## config.mk

```make
export PLATFORM = sky130hd
export DESIGN_NAME = asg_glue
export DESIGN_NICKNAME = d
export VERILOG_FILES = /design/src/core/asg_pkg.sv /design/src/core/asg_glue.sv
export SDC_FILE = /design/constraint.sdc
export NUM_CORES = 1
export LEC_CHECK = 0
export BUFFER_PORTS_ARGS = -buffer_cell sky130_fd_sc_hd__buf_2
export CAP_MARGIN = 20
export CELL_PAD_IN_SITES_DETAIL_PLACEMENT = 1
export CELL_PAD_IN_SITES_GLOBAL_PLACEMENT = 1
export CORE_MARGIN = 4
export CORE_UTILIZATION = 46
export DETAILED_ROUTE_END_ITERATION = 16
export PLACE_DENSITY_LB_ADDON = 0.1
export SKIP_LAST_GASP = 1
export SLEW_MARGIN = 20
export SYNTH_ARGS = -nofsm -noshare
export SYNTH_HDL_FRONTEND = slang
export SYNTH_SLANG_ARGS = --single-unit
```

## constraint.sdc

```tcl
create_clock -name core_clk -period 4.9 [get_ports core_clk]
set_input_delay 0.245 -clock core_clk [delete_from_list [all_inputs] [get_ports core_clk]]
set_output_delay 0.245 -clock core_clk [all_outputs]
set_load 0.02 [all_outputs]
```

## src/core/asg_pkg.sv

```systemverilog
package asg_pkg;
  localparam int SAMPLE_BITS_DEF = 12;
  localparam int CNT_W = 6;
  localparam int ADDR_W = 4;
  localparam int ROW_W = 4;
  localparam int PIN_W = 18;
  localparam logic [CNT_W-1:0] CNT_RST = 6'h3f;
  localparam logic [ROW_W-1:0] ROWS_IDLE = 4'hf;

  typedef logic [ADDR_W-1:0] asg_addr_t;
  typedef logic [ROW_W-1:0] asg_rows_t;
  typedef logic [PIN_W-1:0] asg_vec_t;

  // order of address bits: 15, 14, 5, 4
  typedef struct packed {
    logic bclk;
    logic conv_sel;
    logic wsync;
    logic dout_v;
    logic dout_a;
    asg_rows_t rows;
    logic sys_reset;
    asg_addr_t addr;
    logic rd_n;
    logic wr_n;
    logic ds_sel;
    logic ps_sel;
  } asg_pins_s;

  typedef struct packed {
    logic conv_clk_n;
    logic conv_cs_n;
    logic rx;
    logic key_irq_n;
    logic gain_cs_n;
    logic wave_cs_n;
  } asg_out_s;

  typedef struct packed {
    asg_vec_t s1;
    asg_vec_t s2;
    asg_vec_t s3;
    asg_pins_s filt;
    logic bclk_prev;
    logic [CNT_W-1:0] bit_cnt;
    asg_out_s out;
  } asg_state_s;

  localparam asg_pins_s PINS_RST = '{bclk: 1'b0, conv_sel: 1'b0, wsync: 1'b0, dout_v: 1'b0,
    dout_a: 1'b0, rows: 4'hf, sys_reset: 1'b1, addr: 4'h0, rd_n: 1'b1, wr_n: 1'b1,
    ds_sel: 1'b1, ps_sel: 1'b1};
  localparam asg_out_s OUT_RST = '{conv_clk_n: 1'b1, conv_cs_n: 1'b1, rx: 1'b0,
    key_irq_n: 1'b1, gain_cs_n: 1'b1, wave_cs_n: 1'b1};
endpackage : asg_pkg

```

## src/core/asg_glue.sv

```systemverilog
module asg_glue #(
  parameter int SAMPLE_BITS = asg_pkg::SAMPLE_BITS_DEF,
  parameter asg_pkg::asg_addr_t GAIN_ADDR = 4'h8,
  parameter logic GAIN_DS = 1'b0,
  parameter logic GAIN_PS = 1'b1,
  parameter asg_pkg::asg_addr_t WAVE_ADDR = 4'h4,
  parameter logic WAVE_DS = 1'b0,
  parameter logic WAVE_PS = 1'b1
) (
  // clock and reset
  input wire logic core_clk,
  input wire logic reset,
  // serial port from the processor
  input wire logic bit_clk,
  input wire logic converter_select,
  input wire logic word_sync,
  output logic serial_rx_line,
  // converters
  input wire logic dout_volts,
  input wire logic dout_amps,
  output logic conv_clk_n,
  output logic conv_cs_n,
  // keypad
  input wire asg_pkg::asg_rows_t key_rows,
  input wire logic sys_reset_line,
  output logic key_irq_n,
  // memory bus decode
  input wire asg_pkg::asg_addr_t bus_addr,
  input wire logic rd_n,
  input wire logic wr_n,
  input wire logic data_space_select,
  input wire logic program_space_select,
  output logic gain_cs_n,
  output logic wave_cs_n
);
  import asg_pkg::*;

  // the gate counter saturates at CNT_RST, so it must stay above the sample length
  if (SAMPLE_BITS < 1 || SAMPLE_BITS >= 63) begin : g_bad_bits
    $error("SAMPLE_BITS out of range");
  end

  localparam logic [CNT_W-1:0] SB = CNT_W'(SAMPLE_BITS);

  function automatic logic addr_hit(input asg_pins_s p, input asg_addr_t a,
                                    input logic ds, input logic ps);
    addr_hit = (p.addr == a) && (p.ds_sel == ds) && (p.ps_sel == ps);
  endfunction : addr_hit

  asg_pins_s raw;
  asg_pins_s f;
  asg_state_s st_q;
  asg_state_s st_d;
  logic rise;
  logic gain_hit;
  logic wave_hit;

  always_comb begin
    raw.bclk = bit_clk;
    raw.conv_sel = converter_select;
    raw.wsync = word_sync;
    raw.dout_v = dout_volts;
    raw.dout_a = dout_amps;
    raw.rows = key_rows;
    raw.sys_reset = sys_reset_line;
    raw.addr = bus_addr;
    raw.rd_n = rd_n;
    raw.wr_n = wr_n;
    raw.ds_sel = data_space_select;
    raw.ps_sel = program_space_select;
  end

  assign f = st_q.filt;
  assign rise = f.bclk & ~st_q.bclk_prev;
  assign gain_hit = addr_hit(f, GAIN_ADDR, GAIN_DS, GAIN_PS);
  assign wave_hit = addr_hit(f, WAVE_ADDR, WAVE_DS, WAVE_PS);

  always_comb begin
    asg_vec_t fv;
    fv = asg_vec_t'(st_q.filt);
    st_d = st_q;
    // every pin is asynchronous to core_clk; a level counts once stages two and three agree
    st_d.s1 = asg_vec_t'(raw);
    st_d.s2 = st_q.s1;
    st_d.s3 = st_q.s2;
    for (int i = 0; i < PIN_W; i++) begin
      if (st_q.s2[i] == st_q.s3[i]) begin
        fv[i] = st_q.s3[i];
      end
    end
    st_d.filt = asg_pins_s'(fv);
    st_d.bclk_prev = f.bclk;

    // bit count restarts at each word sync
    if (rise) begin
      if (f.wsync) begin
        st_d.bit_cnt = '0;
      end else if (st_q.bit_cnt != CNT_RST) begin
        st_d.bit_cnt = st_q.bit_cnt + CNT_W'(1);
      end
    end

    st_d.out.conv_clk_n = ~f.bclk;
    // shared select from sync and select only
    st_d.out.conv_cs_n = ~(f.wsync & ~f.conv_sel);
    // mux volts/amps, only the top bits of each word
    if (st_d.bit_cnt < SB) begin
      st_d.out.rx = f.conv_sel ? f.dout_a : f.dout_v;
    end else begin
      st_d.out.rx = 1'b0;
    end
    // rows are active low, gated by the reset line
    st_d.out.key_irq_n = ~(~f.sys_reset & (f.rows != ROWS_IDLE));
    // gain strobe ends as the write ends, so the data is valid at its rise
    st_d.out.gain_cs_n = ~(gain_hit & ~f.wr_n);
    // same decode for read and write
    st_d.out.wave_cs_n = ~(wave_hit & (~f.rd_n | ~f.wr_n));
  end

  always_ff @(posedge core_clk) begin
    if (reset) begin
      // selects and strobes high in reset
      st_q.s1 <= asg_vec_t'(PINS_RST);
      st_q.s2 <= asg_vec_t'(PINS_RST);
      st_q.s3 <= asg_vec_t'(PINS_RST);
      st_q.filt <= PINS_RST;
      st_q.bclk_prev <= 1'b0;
      st_q.bit_cnt <= CNT_RST;
      st_q.out <= OUT_RST;
    end else begin
      st_q <= st_d;
    end
  end

  assign conv_clk_n = st_q.out.conv_clk_n;
  assign conv_cs_n = st_q.out.conv_cs_n;
  assign serial_rx_line = st_q.out.rx;
  assign key_irq_n = st_q.out.key_irq_n;
  assign gain_cs_n = st_q.out.gain_cs_n;
  assign wave_cs_n = st_q.out.wave_cs_n;
endmodule : asg_glue

```

* Yosys cells after proc, flatten, opt, wreduce, memory -nomap -nowiden
Cells that the tools add are included.
** Word-level totals
- Register bits :: 85
- Latch bits :: 0
- Bits in writable memories :: 0
- Bits in read-only memories :: 0
- Bits of input ports :: 20
- Output and inout bits :: 6
- Word-level logic and storage cells :: 80
- Memories kept :: 0
** Cells by class
- Add/subtract/negate cells :: 1
- Multiply operators :: 0
- Div/mod/pow operators :: 0
- $lt $le $gt $ge :: 1
- Equal/unequal tests :: 22
- Shift-type cells :: 0
- Multiplexer cells :: 4
- Bitwise operators :: 18
- Reductions and logical operators :: 5
** Operators by type and width (count)
- $eq 1x1->1 :: 18
- $mux 6 :: 3
- $not 1->1 :: 12
- $add 6x1->6 const B :: 1
- $lt 6x4->1 const B :: 1
- $ne 6x6->1 const B :: 1
- $and 1x1->1 :: 5
- $eq 4x3->1 const B :: 1
- $eq 4x4->1 const B :: 1
- $logic_and 1x1->1 :: 4
- $ne 4x4->1 const B :: 1
- $reduce_or 2->1 :: 1
- $mux 1 :: 1
- $or 1x1->1 :: 1

* Logic depth before layout (Yosys ltp)
Gate-level depths: netlist of the first run.
- Depth in word-level cells :: 7
- Gate-level depth with buffers :: 5
- Depth with buffers taken out :: 5

* Worst setup path after synthesis of the first run
Ideal clock, no wire load.
- Path kind :: reg2reg
- Start point :: reg st_q[6] in the netlist's numbering
- End point :: reg st_q, in the netlist serial_rx_line
- Setup time :: 103 ps
- Arrival :: 1487 ps
- Data required time :: 4797 ps
- Setup slack :: 3310 ps
- Stages on the path, launching flop included :: 6
- Buffers on the path :: 0
- Period minus slack after synthesis :: 1590 ps
- Path through :: dfxtp_1 ha_1 nand3_2 or4_1 a31o_1 a2111oi_2
** Between the ends
- Cells in the longest elaborated chain, start to end :: 7
- Elaborated cells on any way between the ends :: 8
- Classes of those cells :: add/sub: 1; order compare: 1; eq/ne: 1; mux: 3; bitwise: 1; reduce/logical: 1
** Ends and longest elaborated chain
- start: declaration :: RTL line asg_glue.sv:52 : asg_state_s st_q;
- start signal: assignment :: RTL line asg_glue.sv:131 : st_q <= st_d;
- $add 6x1->6 or $ne 6x6->1 (tied branches) :: RTL line asg_glue.sv:99, asg_glue.sv:98
- $mux 6 :: RTL line asg_glue.sv:98 : end else if (st_q.bit_cnt != CNT_RST) begin
- $mux 6 :: RTL line asg_glue.sv:96 : if (f.wsync) begin
- $mux 6 (*) :: RTL line asg_glue.sv:95 : if (rise) begin
- $lt 6x4->1 (*) :: RTL line asg_glue.sv:107 : if (st_d.bit_cnt < SB) begin
- $not 1->1 (no source line) (*)
- $reduce_or 2->1 (no source line) (*)
Every way passes the cells marked *; elsewhere a longest branch is shown, timed or not.
A chain may end at the register's enable or synchronous reset.

* Final worst setup path of the first run
Same ends and word-level chain as after synthesis.

==> results of run 1 <==
area by class of cell:
class / instances / area (um^2) / area share, %
Clock inverter: 2 / 10.0 / 0.333
Sequential cell: 85 / 1700 / 56.7
Multi-Input combinational cell: 154 / 910 / 30.3
Tap cell: 72 / 90.1 / 3.00
Clock buffer: 13 / 149 / 4.96
Timing Repair Buffer: 26 / 133 / 4.42
Inverter: 2 / 8.76 / 0.292
stage by stage:
stage / power [mW] / instances / setup slack (ns) / hold slack, ns
final: 1.16 / 354 / 3.11 / 0.0880
after global routing: 1.22 / 354 / 3.00 / 0.0617
after CTS: 1.18 / 354 / 3.09 / 0.0670
after floorplan: 0.753 / 252 / 3.31 / 0.349
after global placement: 0.763 / 339 / 3.24 / 0.391
after detailed placement: 0.764 / 339 / 3.14 / 0.396
cell usage in the layout, fill, tap and decap left out, types with 2 or more instances in the layout:
cell,n
nand2_1,16
nor2b_1,28
clkbuf_8,10
nand2b_1,2
a21oi_1,21
nand3_1,2
nor3_1,2
buf_2,25
o21ai_0,9
or2_2,30
clkbuf_1,3
dfxtp_1,85
clkinv_2,2
and3_1,2
o21bai_1,10
nor2_1,14
power groups by stage:
stage / Sequential (mW) / Combinational [mW] / Clock (mW)
final: 0.715 / 0.0318 / 0.409
after global routing: 0.718 / 0.0367 / 0.465
after global placement: 0.731 / 0.0319 / 0
after floorplan: 0.729 / 0.0232 / 0
after detailed placement: 0.731 / 0.0327 / 0
after CTS: 0.715 / 0.0328 / 0.429
worst max path at each step:
stage,start,end,slack [ns],cells past startpoint
after floorplan,st_q[6],serial_rx_line,3.31,5
after global placement,st_q[6],serial_rx_line,3.24,5
final,st_q[6],serial_rx_line,3.11,5
after detailed placement,st_q[6],serial_rx_line,3.14,5
after global routing,st_q[6],serial_rx_line,3.00,5
after CTS,st_q[6],serial_rx_line,3.09,5
per-layer routing:
layer | up-vias | global-route usage [%] | share of wire (%)
li1 | 883 | - | -
met1 | 824 | 15.2 | 45
met2 | 26 | 22.1 | 49
met3 | 10 | 4.22 | 3.8
met4 | 0 | 8.33 | 2.5
met5 | - | 0 | 0
state kept, by name, indices dropped and copies added, names as in the netlist:
register	count
conv_cs_n	1
wave_cs_n	1
f	18
serial_rx_line	1
key_irq_n	1
st_q	25
conv_clk_n	1
st_d	36
gain_cs_n	1
cell families after synthesis:
kind of cell / share of synthesized area [%]
fa+ha+maj: 0.467
simple gates: 21.1
compound gates: 12.0
buf+inv: 2.48
flops: 63.6
mux: 0.374
==> metrics.txt, run 1 <==
Slew @ Worst Pin=0.496 ns; library cells used by synthesis=35; IR drop worst, VDD=241 uV; Worst Hold Class=primary input to flop; Critical Path RT=5.13 ns; htree depth=3; fin crit share=36.5%; DIE WIDTH=84.3 um; area share of the largest cell type after synthesis=63.6%; Sequential Power Share=61.9%; area of the mapped netlist=2680 um^2; Initial Utilization=48.0%; CTS tree=built; Max Clk Rate=559 MHz; synth warn=0; layout filler cell count=639; final setup violation count=0; Logic pwr share=2.7%; antenna-violating nets left=0; skew final=0.00541 ns; Sink Count=85; Core Footprint=5570 um^2; Root Driver=clkbuf_8; Setup TNS=0 ns; Worst Path Arrival=2.02 ns; Max-slew headroom=66.9%; Final #Nets=299; All-Layer GR Usage=13.5%; Ports=26; post-CTS sizing=0; Tmin final=1.79 ns; drt drc=0; input/output buffers=25; critical path fanouts, max=4; Sw Share=20.4%; switching power=0.236 mW; asr flop ratio synth=0%; status=complete, no violations; total iterations of the first detailed-routing run=2; Placement Cell Area=2840 um^2; worst reg2reg setup slack=3.11 ns; Max Root-Sink Buffers=2; # diodes=0; Hold Crit Start=key_rows[2]; commonest cells in the netlist=85 x dfxtp_1, 30 x or2_2, 28 x nor2b_1; global-route wire length before repair=7580 um; Max stage delay on crit path=0.51 ns; vias in the first global route=1684; WL/cell=12.0 um; final instance area=3000 um^2; Synth area leaders=dfxtp_1 64%, or2_2 7.0%, nor2b_1 6.5%, a21oi_1 3.9%, o21bai_1 2.8%; initial antenna violation count=0; CP delay by family, top=simple AND/OR/NAND/NOR gates; clk slew on worst S/H paths=0.07 ns; CTS Buf Count=9; worst hold path endpoint=st_d[60]; R2R Path Start=st_q[6]; PD cells=385 nW/um^2; setup bufs post-CTS=0; CP Capture Type=flop; WP buf/inv=0; DIE AREA=7110 um^2; CTS Hold Bufs=0; slowest CP cell=or4_1; largest net degree at the start of global routing=53; unrepaired setup endpoints after global routing=false; post-synth top area cell=dfxtp_1; ys flop type=dfxtp_1; Vias/cell=4.92; Synth Net Count=273; row cnt=27; Yosys reg bits=85; total gr overflow=0; P_leak=1.19 nW; 1st-iter DRT viols=69; number of max-cap violations=0; HPWL after DPL=2820 um; P_int=0.921 mW; number of stages on the worst hold path=2; share of cells above drive strength 1=26.2%; routed wire length=4260 um; Placer Congestion=0.674; Post-synth EDFFs=0; Pins Over Slew Limit=0; Layout area overhead=12.1%; vias=1743; Hold Fails Final Rpt=0; Die Ht=84.3 um; critical path class=flop to flop; Mean Syn Cell Area=10.6 um^2; worst skew pair latency=0.34 ns; most frequent cell after synthesis=dfxtp_1; part of the power in the clock network=35.4%; register area share after synthesis=63.6%; CP startpoint kind=flop; worst r2r path cells=5; Syn Inst Count=252; reg-to-reg endpoint=serial_rx_line; post-layout util=53.8%; CP cell instances=ha_1 -> nand3_2 -> or4_1 -> a31o_1 -> a2111oi_2
No activity file was read; power rests on OpenSTA's default activity.
==> run 2, diff against run 1 <==
--- a/config.mk
+++ b/config.mk
@@ -10,7 +10,7 @@
 export CELL_PAD_IN_SITES_DETAIL_PLACEMENT = 1
 export CELL_PAD_IN_SITES_GLOBAL_PLACEMENT = 1
 export CORE_MARGIN = 4
-export CORE_UTILIZATION = 46
+export CORE_UTILIZATION = 45
 export DETAILED_ROUTE_END_ITERATION = 16
 export PLACE_DENSITY_LB_ADDON = 0.1
 export SKIP_LAST_GASP = 1
==> constraint.sdc (replaced) <==
create_clock -name core_clk -period 1.8 [get_ports core_clk]
set_input_delay 0.09 -clock core_clk [delete_from_list [all_inputs] [get_ports core_clk]]
set_output_delay 0.09 -clock core_clk [all_outputs]
set_load 0.02 [all_outputs]
==> metrics.txt, run 2 (synthesis gave the netlist of run 1 again) <==
status=complete, no violations; Layout area overhead=22.4%; Ports=26 (unchanged); total gr overflow=0 (unchanged); Reg area=1700 um^2 (about the same); htree depth=3 (unchanged); DIE WIDTH=85.1 um (+1.0%); area of the multi-input gates=922 um^2 (+1.4%); 1st-iter DRT viols=57 (-17%); global-route wire length before repair=8360 um (+10%); initial antenna violation count=0 (unchanged); Vias/cell=4.89 (-0.67%); fin cells=375 (+5.9%); Final #Nets=321 (+7.4%); critical path class=flop to flop; CTS tree=built; layout filler cell count=624 (-2.3%); Pins Over Slew Limit=0 (unchanged); # diodes=0 (unchanged); input/output buffers=25 (unchanged); max FFs per register=36 (unchanged); Tmin final=1.69 ns (-0.104 ns); Inst Count DP=343 (+1.2%); number of max-cap violations=0 (unchanged); CP startpoint kind=flop; WL/cell=12.8 um (+6.3%); IR drop worst, VDD=658 uV (+170%); R2R Path Start=st_q[7]; fin crit share=93.6% (+57 points); Core Footprint=5640 um^2 (+1.2%); vias=1834 (+5.2%); Max Clk Rate=593 MHz (+6.1%); Placer Congestion=0.698 (+3.6%); worst reg2reg setup slack=0.11 ns (-3.00 ns); All-Layer GR Usage=14.9% (+1.4 points); Critical path origin=st_q[7]; Hold Fails Final Rpt=0 (unchanged); clk slew on worst S/H paths=0.08 ns (about the same); Die Ht=85.1 um (+1.0%); row cnt=27 (unchanged); reg-to-reg endpoint=serial_rx_line; Max Root-Sink Buffers=2 (unchanged); PD cells=1060 nW/um^2 (+180%); Critical Path RT=2.04 ns (-3.09 ns); HPWL after DPL=2960 um (+5.1%); CTS Buf Count=9 (unchanged); final setup violation count=0 (unchanged); Worst Hold Class=primary input to flop; critical path fanouts, max=4 (unchanged); drt drc=0 (unchanged); Worst Path Arrival=1.92 ns (-0.10 ns); Sink Count=85 (unchanged); CP Capture Type=flop; largest net degree at the start of global routing=43 (-19%); P_leak=1.32 nW (+10%); vias in the first global route=1867 (+11%); most common cell after layout, fill and taps aside=dfxtp_1; worst skew pair latency=0.34 ns (about the same); Max-slew headroom=58.4% (-8.4 points); Overall Power=3.49 mW (+200%); most frequent cells in the layout=84 x dfxtp_1, 30 x or2_2, 28 x nor2b_1; setup bufs post-CTS=0 (unchanged); antenna-violating nets left=0 (unchanged); worst r2r path cells=5 (unchanged); total iterations of the first detailed-routing run=4 (+2); routed wire length=4790 um (+13%); share of cells above drive strength 1=27.1% (+0.82 points); Slew @ Worst Pin=0.624 ns (+0.128 ns); skew final=0.00570 ns (+0.000283 ns); Initial Utilization=47.5% (-0.58 points); CP Capture Point=serial_rx_line; Root Driver=clkbuf_8; DIE AREA=7250 um^2 (+2.0%)
## run 2: layout make-up
cell class / count / share of cell area [%]
clock inverter: 4 / 2.25
sequential: 85 / 51.9
inverter: 2 / 0.267
tap: 72 / 2.75
clock buffer: 10 / 4.20
timing repair buffer: 48 / 10.5
multi-input combinational: 154 / 28.1
## run 2: where the power goes
part / internal, mW / switching, mW
sequential: 1.93 / 0.0188
clock: 0.804 / 0.610
combinational: 0.0783 / 0.0452
total: 2.81 / 0.674
## run 2: how the worst min path moves through the flow
stage                                     from  endpoint  slack, ns  depth (start not counted)
after floorplan           program_space_select  st_d[49]       0.19                          1
after global placement          sys_reset_line  st_d[57]       0.28                          2
after detailed placement        sys_reset_line  st_d[57]       0.28                          2
after CTS                          bus_addr[3]  st_d[56]       0.01                          2
after global routing                     reset  st_d[64]       0.30                          2
final                                    reset  st_d[62]       0.26                          2
## run 2: metrics by stage
step	instance area, um^2	setup TNS, ns	hold WS [ns]	worst slack, ns	utilization (%)
final	3280	0	0.261	0.114	58.1
after global routing	3280	-0.00422	0.297	-0.00422	58.1
after CTS	3250	0	0.0110	0.0524	57.7
after detailed placement	2870	0	0.278	0.107	50.9
after global placement	2870	0	0.276	0.140	50.9
after floorplan	2680	0	0.194	0.210	-
## run 2: worst max-delay path: stages (launching register included)
cell       delay, ns
dfxtp_1         0.39
ha_4            0.18
nand3_2         0.11
or4_1           0.50
a31o_1          0.21
a2111oi_2       0.19
## run 2: per-layer routing
layer / GRT usage, % / share of wire (%) / wire length, um
met5: 0 / 0 / 0
met4: 9.50 / 2.9 / 138
met3: 3.50 / 2.7 / 128
met2: 26.1 / 51 / 2470
met1: 16.0 / 43 / 2060
## run 2: repair_timing
item | 4_1_cts | 5_1_grt
gates resized for setup | 0 | 3
hold endpoints to repair | 17 | 1
setup endpoints to repair | 0 | 1
hold buffers | 17 | 1
